`config.mk`:
```
export PLATFORM = sky130hd
export DESIGN_NAME = dual_pwm_dac
export DESIGN_NICKNAME = d
export VERILOG_FILES = /design/src/hdl/pwm_dac_pkg.sv /design/src/hdl/pin_sync.sv /design/src/hdl/dual_pwm_dac.sv
export SDC_FILE = /design/constraint.sdc
export NUM_CORES = 1
export LEC_CHECK = 0
export BUFFER_PORTS_ARGS = -buffer_cell sky130_fd_sc_hd__buf_2
export CAP_MARGIN = 20
export CORE_MARGIN = 2
export CORE_UTILIZATION = 55
export DETAILED_ROUTE_END_ITERATION = 16
export PLACE_DENSITY_LB_ADDON = 0.05
export SKIP_CTS_REPAIR_TIMING = 1
export SYNTH_ARGS = -nofsm -noshare
export SYNTH_HDL_FRONTEND = slang
export SYNTH_HIERARCHICAL = 1
export SYNTH_SLANG_ARGS = --single-unit
```
`constraint.sdc`:
```
create_clock -name clk -period 3.9 [get_ports clk]
set_input_delay 0.78 -clock clk [delete_from_list [all_inputs] [get_ports clk]]
set_output_delay 0.78 -clock clk [all_outputs]
set_load 0.02 [all_outputs]
```
`src/hdl/pwm_dac_pkg.sv`:
```
package pwm_dac_pkg;

    // ==========================================================
    // code space
    localparam int            CODE_W    = 6;
    localparam int            SLOTS     = 64;
    localparam logic [5:0]    ZERO_CODE = 6'h00;
    localparam logic [5:0]    MAX_CODE  = 6'h3f;
    localparam logic [5:0]    MID_CODE  = 6'h20;

    // ==========================================================
    // timing
    localparam longint        CLK_HZ          = 200_000_000;
    localparam longint        PWM_FREQ_HZ     = 5_000;
    localparam longint        SLOT_CYCLES     = CLK_HZ / (PWM_FREQ_HZ * SLOTS);
    localparam int            PRESC_W         = 10;
    localparam logic [9:0]    PRESC_LAST      = 10'(SLOT_CYCLES - 1);
    localparam longint        DEBOUNCE_US     = 12_800;
    localparam longint        HOLD_DELAY_US   = 410_000;
    localparam longint        REPEAT_MILLI_HZ = 19_500;
    localparam longint        DEBOUNCE_CYC    = (CLK_HZ / 1_000_000) * DEBOUNCE_US;
    localparam longint        HOLD_DELAY_CYC  = (CLK_HZ / 1_000_000) * HOLD_DELAY_US;
    localparam longint        REPEAT_CYC      = (CLK_HZ * 1_000) / REPEAT_MILLI_HZ;
    localparam logic [1:0]    MODE_SETTLE_LAST = 2'h2;

    // ==========================================================
    // reset values
    localparam logic [31:0]   TIMER_RST = 32'h0000_0000;
    localparam logic [1:0]    SETTLE_RST = 2'h0;

    // ==========================================================
    // types
    typedef enum logic {
        MODE_PULSE  = 1'b0,
        MODE_BUTTON = 1'b1
    } ifMode_t;

    typedef enum logic [1:0] {
        PRESS_NONE = 2'b00,
        PRESS_UP   = 2'b01,
        PRESS_DOWN = 2'b10
    } press_t;

    typedef enum logic [1:0] {
        BTN_IDLE     = 2'b00,
        BTN_DEBOUNCE = 2'b01,
        BTN_HOLD     = 2'b10,
        BTN_REPEAT   = 2'b11
    } btnState_t;

endpackage

```
`src/hdl/pin_sync.sv`:
```
`timescale 1ns/100ps
`default_nettype none

module pin_sync #(
    parameter int W = 1
) (
    input  wire logic         clk,
    input  wire logic         rst,
    input  wire logic [W-1:0] d,
    output logic      [W-1:0] q
);

    logic [W-1:0] meta_ff;
    logic [W-1:0] hold_ff;

    // ==========================================================
    // two-stage synchroniser; the first stage feeds only the second
    always_ff @(posedge clk) begin
        if (rst) begin
            meta_ff <= '0;
            hold_ff <= '0;
        end else begin
            meta_ff <= d;
            hold_ff <= meta_ff;
        end
    end

    assign q = hold_ff;

endmodule

`default_nettype wire

```
`src/hdl/dual_pwm_dac.sv`:
```
// Contract
// two independent counters; step input A drives output A, B drives B
// 6-bit code gives 64 equal duty steps, code zero is 0% duty
// code 63 gives the largest duty cycle, 63/64 of a period
// pwm period comes from the internal clock and stays above 3 kHz
// on power-up both counters reset so outputs start at midscale
// midscale power-up code is 32
// both step inputs floating at power-up selects pushbutton mode until reset
// either step input at a logic level at power-up selects pulse mode
// pulse mode: each pulse adds one, wrapping from 63 to 0
// pushbutton: high press counts up to 63, low press down to 0, no wrap
// pushbutton: 12.8 ms debounce, after 410 ms hold repeat at 19.5 Hz
// low sleep input puts both pwm outputs in high impedance
// counts are kept through sleep and resume unchanged afterwards
// step inputs pass a synchroniser before any edge or level logic
`timescale 1ns/100ps
`default_nettype none

module dual_pwm_dac
    import pwm_dac_pkg::*;
#(
    parameter int unsigned DEBOUNCE_CYCLES = 32'(DEBOUNCE_CYC),
    parameter int unsigned HOLD_CYCLES     = 32'(HOLD_DELAY_CYC),
    parameter int unsigned REPEAT_CYCLES   = 32'(REPEAT_CYC)
) (
    input  wire logic clk,
    input  wire logic rst,
    input  wire logic chanAStepIn,
    input  wire logic chanAStepFloat,
    input  wire logic chanBStepIn,
    input  wire logic chanBStepFloat,
    input  wire logic sleepN,
    output logic      chanAPwmOut,
    output logic      chanAPwmOe,
    output logic      chanBPwmOut,
    output logic      chanBPwmOe,
    output logic      buttonMode
);

    // ==========================================================
    // input synchronisation
    logic [4:0] pinSync;
    logic [1:0] stepSync;
    logic [1:0] floatSync;
    logic       awakeSync;

    // all pins are asynchronous to clk
    pin_sync #(
        .W (5)
    ) u_pin_sync (
        .clk (clk),
        .rst (rst),
        .d   ({sleepN, chanBStepFloat, chanAStepFloat, chanBStepIn, chanAStepIn}),
        .q   (pinSync)
    );

    assign stepSync  = pinSync[1:0];
    assign floatSync = pinSync[3:2];
    assign awakeSync = pinSync[4];

    // ==========================================================
    // interface mode sensing
    logic [1:0] settle_ff;
    logic [1:0] nxt_settle;
    logic       modeValid_ff;
    logic       nxt_modeValid;
    ifMode_t    mode_ff;
    ifMode_t    nxt_mode;

    // wait for the synchroniser to fill before sampling the pins once
    always_comb begin
        nxt_settle    = settle_ff;
        nxt_modeValid = modeValid_ff;
        nxt_mode      = mode_ff;
        if (!modeValid_ff) begin
            if (settle_ff == MODE_SETTLE_LAST) begin
                nxt_modeValid = 1'b1;
                if (floatSync[0] && floatSync[1]) begin
                    nxt_mode = MODE_BUTTON;
                end else begin
                    nxt_mode = MODE_PULSE;
                end
            end else begin
                nxt_settle = settle_ff + 2'h1;
            end
        end
    end

    // mode is only re-sensed by a full reset
    always_ff @(posedge clk) begin
        if (rst) begin
            settle_ff    <= SETTLE_RST;
            modeValid_ff <= 1'b0;
            mode_ff      <= MODE_PULSE;
        end else begin
            settle_ff    <= nxt_settle;
            modeValid_ff <= nxt_modeValid;
            mode_ff      <= nxt_mode;
        end
    end

    assign buttonMode = (mode_ff == MODE_BUTTON);

    // ==========================================================
    // channel counters
    logic      [5:0]  code_ff     [2];
    logic      [5:0]  nxt_code    [2];
    btnState_t        state_ff    [2];
    btnState_t        nxt_state   [2];
    logic      [31:0] timer_ff    [2];
    logic      [31:0] nxt_timer   [2];
    press_t           press_ff    [2];
    press_t           nxt_press   [2];
    logic      [1:0]  stepPrev_ff;
    logic      [1:0]  nxt_stepPrev;
    logic             counting;

    // saturating one-step move in the pressed direction
    function automatic logic [5:0] satStep(input logic [5:0] c, input press_t p);
        logic [5:0] r;
        r = c;
        if (p == PRESS_UP && c != MAX_CODE) begin
            r = c + 6'h01;
        end else if (p == PRESS_DOWN && c != ZERO_CODE) begin
            r = c - 6'h01;
        end
        return r;
    endfunction

    // counting stops while asleep, so the codes are held untouched
    assign counting = modeValid_ff && awakeSync;

    always_comb begin
        press_t pr;
        pr           = PRESS_NONE;
        nxt_stepPrev = stepSync;
        for (int i = 0; i < 2; i++) begin
            nxt_code[i]  = code_ff[i];
            nxt_state[i] = state_ff[i];
            nxt_timer[i] = timer_ff[i];
            nxt_press[i] = press_ff[i];
            // floating pin means no button is pressed
            if (floatSync[i]) begin
                pr = PRESS_NONE;
            end else if (stepSync[i]) begin
                pr = PRESS_UP;
            end else begin
                pr = PRESS_DOWN;
            end
            if (!counting) begin
                nxt_state[i] = BTN_IDLE;
                nxt_timer[i] = TIMER_RST;
                nxt_press[i] = PRESS_NONE;
            end else if (mode_ff == MODE_PULSE) begin
                // rising edge only; natural 6-bit overflow gives the wrap
                if (stepSync[i] && !stepPrev_ff[i]) begin
                    nxt_code[i] = code_ff[i] + 6'h01;
                end
            end else if (pr != press_ff[i]) begin
                // any change to a pressed level restarts the debounce window; release goes idle
                nxt_press[i] = pr;
                nxt_timer[i] = TIMER_RST;
                nxt_state[i] = (pr == PRESS_NONE) ? BTN_IDLE : BTN_DEBOUNCE;
            end else begin
                case (state_ff[i])
                    BTN_IDLE: begin
                        nxt_timer[i] = TIMER_RST;
                    end
                    BTN_DEBOUNCE: begin
                        if (timer_ff[i] == DEBOUNCE_CYCLES - 32'd1) begin
                            nxt_code[i]  = satStep(code_ff[i], pr);
                            nxt_state[i] = BTN_HOLD;
                            nxt_timer[i] = TIMER_RST;
                        end else begin
                            nxt_timer[i] = timer_ff[i] + 32'd1;
                        end
                    end
                    BTN_HOLD: begin
                        if (timer_ff[i] == HOLD_CYCLES - 32'd1) begin
                            nxt_code[i]  = satStep(code_ff[i], pr);
                            nxt_state[i] = BTN_REPEAT;
                            nxt_timer[i] = TIMER_RST;
                        end else begin
                            nxt_timer[i] = timer_ff[i] + 32'd1;
                        end
                    end
                    BTN_REPEAT: begin
                        if (timer_ff[i] == REPEAT_CYCLES - 32'd1) begin
                            nxt_code[i]  = satStep(code_ff[i], pr);
                            nxt_timer[i] = TIMER_RST;
                        end else begin
                            nxt_timer[i] = timer_ff[i] + 32'd1;
                        end
                    end
                    default: begin
                        nxt_state[i] = BTN_IDLE;
                        nxt_timer[i] = TIMER_RST;
                    end
                endcase
            end
        end
    end

    // each channel keeps its own counter and timer
    always_ff @(posedge clk) begin
        if (rst) begin
            for (int i = 0; i < 2; i++) begin
                code_ff[i]  <= MID_CODE;
                state_ff[i] <= BTN_IDLE;
                timer_ff[i] <= TIMER_RST;
                press_ff[i] <= PRESS_NONE;
            end
            stepPrev_ff <= 2'h0;
        end else begin
            for (int i = 0; i < 2; i++) begin
                code_ff[i]  <= nxt_code[i];
                state_ff[i] <= nxt_state[i];
                timer_ff[i] <= nxt_timer[i];
                press_ff[i] <= nxt_press[i];
            end
            stepPrev_ff <= nxt_stepPrev;
        end
    end

    // ==========================================================
    // pwm timebase
    logic [9:0] presc_ff;
    logic [9:0] nxt_presc;
    logic [5:0] slot_ff;
    logic [5:0] nxt_slot;

    // 625 clocks per slot, 64 slots: 5 kHz from clk alone
    always_comb begin
        nxt_presc = presc_ff + 10'h001;
        nxt_slot  = slot_ff;
        if (presc_ff == PRESC_LAST) begin
            nxt_presc = 10'h000;
            nxt_slot  = slot_ff + 6'h01;
        end
    end

    always_ff @(posedge clk) begin
        if (rst) begin
            presc_ff <= 10'h000;
            slot_ff  <= 6'h00;
        end else begin
            presc_ff <= nxt_presc;
            slot_ff  <= nxt_slot;
        end
    end

    // ==========================================================
    // pwm outputs
    logic [1:0] pwm_ff;
    logic [1:0] nxt_pwm;
    logic [1:0] oe_ff;
    logic [1:0] nxt_oe;

    // high for code slots out of 64; code 63 leaves one slot low
    always_comb begin
        for (int i = 0; i < 2; i++) begin
            nxt_pwm[i] = awakeSync && (slot_ff < code_ff[i]);
            nxt_oe[i]  = awakeSync;
        end
    end

    always_ff @(posedge clk) begin
        if (rst) begin
            pwm_ff <= 2'h0;
            oe_ff  <= 2'h0;
        end else begin
            pwm_ff <= nxt_pwm;
            oe_ff  <= nxt_oe;
        end
    end

    assign chanAPwmOut = pwm_ff[0];
    assign chanAPwmOe  = oe_ff[0];
    assign chanBPwmOut = pwm_ff[1];
    assign chanBPwmOe  = oe_ff[1];

endmodule

`default_nettype wire

```
==> results <==
- The flow ran to the end, and the final reports show no timing, DRC or antenna violations.
- The number of synthesized flops with an enable pin is 0.
- Counting buffers and inverters, the worst setup path is 7 cells deep.
- For this run, the register share of the synthesized area comes to 0.358.
- The number of remaining DRC errors is 0.
- At the pin with the least slew margin, the transition time is about 0.9 ns.
- The source-to-sink clock delay at the later pin of the worst-skew pair is 0.43 ns.
- The final layout contains routed wiring with a total length of about 15000 microns.
- The routed layout has 5882 vias.
- The via density per instance is approximately 6.1.
- The fraction of registers with async set/reset is 0.
- Of the cells placed in the final design, the portion with a size suffix greater than 1 is 0.0875.
- The clock tree buffer depth is 2.
- The arrival time at the worst endpoint is between 3 and 4 ns.
- The sum of negative setup slack is 0 ns.
- The half-perimeter wire length after detailed placement is approximately 11000 microns.
- Walking the worst path, the cells encountered are ha_1, and3_1, nand4_2, o41ai_2, a311o_1, or3_1, o211ai_1.
- In the layout the commonest cells are dfxtp_1, nor2_1, nand2_1.
- The minimum clock period is between 3 and 4 ns.
- The startpoint kind of the worst setup timing path is a flip-flop.
- Synthesis produced a netlist whose cell count is between 800 and 900.
- The analysis attributes to cell leakage a power of between 2 and 3 nW.
- The fraction of power consumed by the clock network is 0.537.
- The post-synthesis net count is roughly 840.
- The final hold violation count came to 0.
- The number of clock buffers added by TritonCTS is 17.
- The category of the most critical setup path is reg2reg.
- The die covers ~13000 sq um.
- The final max-slew violation count is 0.
- Of the available clock period, the critical path in the final layout requires 0.778.
- The initial utilization of the core area, before any placement, comes to 0.558.
- In this run the horizontal extent of the chip is around 110 microns.
- The maximum net fanout on the critical path is 21.
- The worst clock skew is around 0.0074 ns.
- The largest single stage delay on the critical path is around 0.84 ns.
- Counting every sink on the clock net gives about 120.
- The most common library cell in the layout ignoring fill and taps is dfxtp_1.
- Dividing total power by cell area gives a power density of around 410 nW/um^2.
- A synthesized cell averages slightly above 8 sq um.
- The total core area is roughly 12000 sq um.
- At the end of routability-driven placement, the weighted congestion stood at 0.881.
- The H-tree depth is 4.
- Counting both buffers and inverters, the worst setup path holds a total of 0.
- The detailed-routing iteration count for the pre-antenna-repair pass is 5.
- The combinational fraction of design power is 0.042.
- The number of antenna diodes in the final layout is 0.
- The power share of the sequential group is 0.422.
- The via count of the first global-routing pass is ~5600.
- The cell area after synthesis is roughly 6600 sq um.
- TritonCTS built the clock tree.
- The height of the chip is 114 microns.
- The pin count of the biggest net entering global routing is 50.
- The worst path setup slack after routing is about 0.87 ns.
- The family with the most delay on the worst path is compound AO/OA/AOI/OAI gates.
- The global-route congestion overflow total is 0.
- The first global-routing pass estimated approximately 26000 microns of wire.
- The length in cells of the worst reg-to-reg path is 7.
- Clock-pin slew was measured on the worst setup and hold paths at ~0.060 ns.
- The number of buffer cells added on primary ports is 11.
- The DRC violation total after the first TritonRoute iteration is 370.
- The final core utilization is 0.622.
- The global-route total usage across every layer is 0.253.
- The reported max-cap violation count is 0.
- The worst setup path is captured at a flip-flop.
- Cell internal power was estimated by the tool at 2.32 mW.
- Setup violations remaining at the end of the flow were counted as 0.
- At the placement stage, the worst setup path has a slack of between 0.8 and 0.9 ns.
- The cell type of the slowest stage on the worst timing path is a311o_1.
- The average routed wire per standard cell is 15.7 microns.
- Derived from the worst setup path, the maximum achievable clock frequency is roughly 330 MHz.
- The initial antenna violation count came to 0.
- The path class of the tightest hold or removal check is reg2reg.
- The layout-stage area growth over the synthesis result is 11.5%.
- Setup repair after global routing left no endpoint under its margin.
- In this run, synthesis produced a sequential element count of about 120.
- After filler insertion, the fill cell instance count of the layout stands at 1035.
- In the final design database the tool counted approximately 850 nets.
- In this run the power spent charging and discharging nets is about 0.69 mW.
- The number of primary I/O pins is 12.
- The count of cells along the worst hold path is 1.
- The dominant synthesized flop cell is dfxtp_1.
- VDD sags by at most 0.340 mV.
- The number of rows in the core area is 40.
- Data on the critical path is required at its endpoint by between 4 and 5 ns.
- The tree is rooted in a clkbuf_16.
- During synthesis, Yosys emitted a total of 6 warnings.
- The final antenna-violating net count is 0.
- Of the total power, the share spent switching nets is 0.229.
- The count of unique library cells instantiated by Yosys is 72.
- The setup check on the worst reg-to-reg path leaves a slack of approximately 0.87 ns.
- The worst pin sits at a relative slew slack of 0.404.
==> area by class of cell <==
class                      count  area (sq um)  share of cell area
tap                          147           184              0.0248
multi-input combinational    615          3980               0.537
clock inverter                14           173              0.0233
inverter                      39           146              0.0197
timing repair buffer          18           108              0.0145
clock buffer                  18           439              0.0592
sequential                   119          2380               0.321
==> synthesized netlist by cell type (19+ instances only) <==
cell | number | share of area
dfxtp_1 | 119 | 0.36
nor2_1 | 95 | 0.054
nand2_1 | 68 | 0.038
nand3_1 | 52 | 0.039
inv_1 | 39 | 0.022
ha_1 | 28 | 0.053
xor2_1 | 26 | 0.034
a21oi_1 | 24 | 0.018
nand4_1 | 23 | 0.022
nor3_1 | 23 | 0.017
xnor2_1 | 23 | 0.030
a21o_1 | 19 | 0.021
clkbuf_1 | 19 | 0.011
==> cells by family after synthesis <==
logic type,after synthesis,share of synthesized area
muxes,18,0.0280
xor gates and xnor gates,49,0.0645
buffers and inverters,72,0.0454
DFF,119,0.358
adders and majority gates,28,0.0527
AOI/OAI and AO/OA,127,0.138
and+or+nand+nor,393,0.313
==> registers in the layout, indices dropped and copies added, names as in the netlist <==
signal              count
code_ff                12
press_ff                4
u_pin_sync/q            5
oe_ff                   1
pwm_ff                  2
state_ff                4
stepPrev_ff             2
settle_ff               2
buttonMode              1
timer_ff               64
modeValid_ff            1
slot_ff                 6
presc_ff               10
u_pin_sync/meta_ff      5
==> worst register-to-register path, stage by stage (launching register included) <==
cell	delay, ns
dfxtp_1	0.40
ha_1	0.28
and3_1	0.24
nand4_2	0.17
o41ai_2	0.71
a311o_1	0.84
or3_1	0.21
o211ai_1	0.07
==> power groups by stage <==
stage / clock network (mW) / logic (mW) / registers, mW
2_1_floorplan: 0 / 0.0986 / 1.29
3_3_place_gp: 0 / 0.119 / 1.29
3_5_place_dp: 0 / 0.125 / 1.29
4_1_cts: 1.64 / 0.126 / 1.27
5_1_grt: 1.69 / 0.145 / 1.27
6_report: 1.61 / 0.125 / 1.27
==> path summary, 6_finish.rpt <==
path	from	end
worst max register to register	timer_ff[0][33]	timer_ff[0][57]
worst min register to register	u_pin_sync/meta_ff[1]	u_pin_sync/q[1]
worst max-delay path	timer_ff[0][33]	timer_ff[0][57]
worst min-delay path	u_pin_sync/meta_ff[1]	u_pin_sync/q[1]
==> stage by stage <==
stage | hold slack, ns | cell area (sq um) | power [mW] | std cells
after floorplan | 0.414 | 6650 | 1.39 | 806
after global placement | 0.421 | 6800 | 1.41 | 938
after detailed placement | 0.428 | 6800 | 1.42 | 938
after CTS | 0.442 | 7410 | 3.04 | 970
after global routing | 0.459 | 7410 | 3.11 | 970
final | 0.439 | 7410 | 3.01 | 970
==> routing by layer <==
| layer | GRT usage | routed length [microns] | up-vias |
|---|---|---|---|
| li1 | - | - | 2917 |
| met1 | 0.326 | 7030 | 2790 |
| met2 | 0.403 | 7100 | 155 |
| met3 | 0.0616 | 881 | 20 |
| met4 | 0.111 | 236 | 0 |
| met5 | 0 | 0 | - |
(Power assumes the default switching activity.)
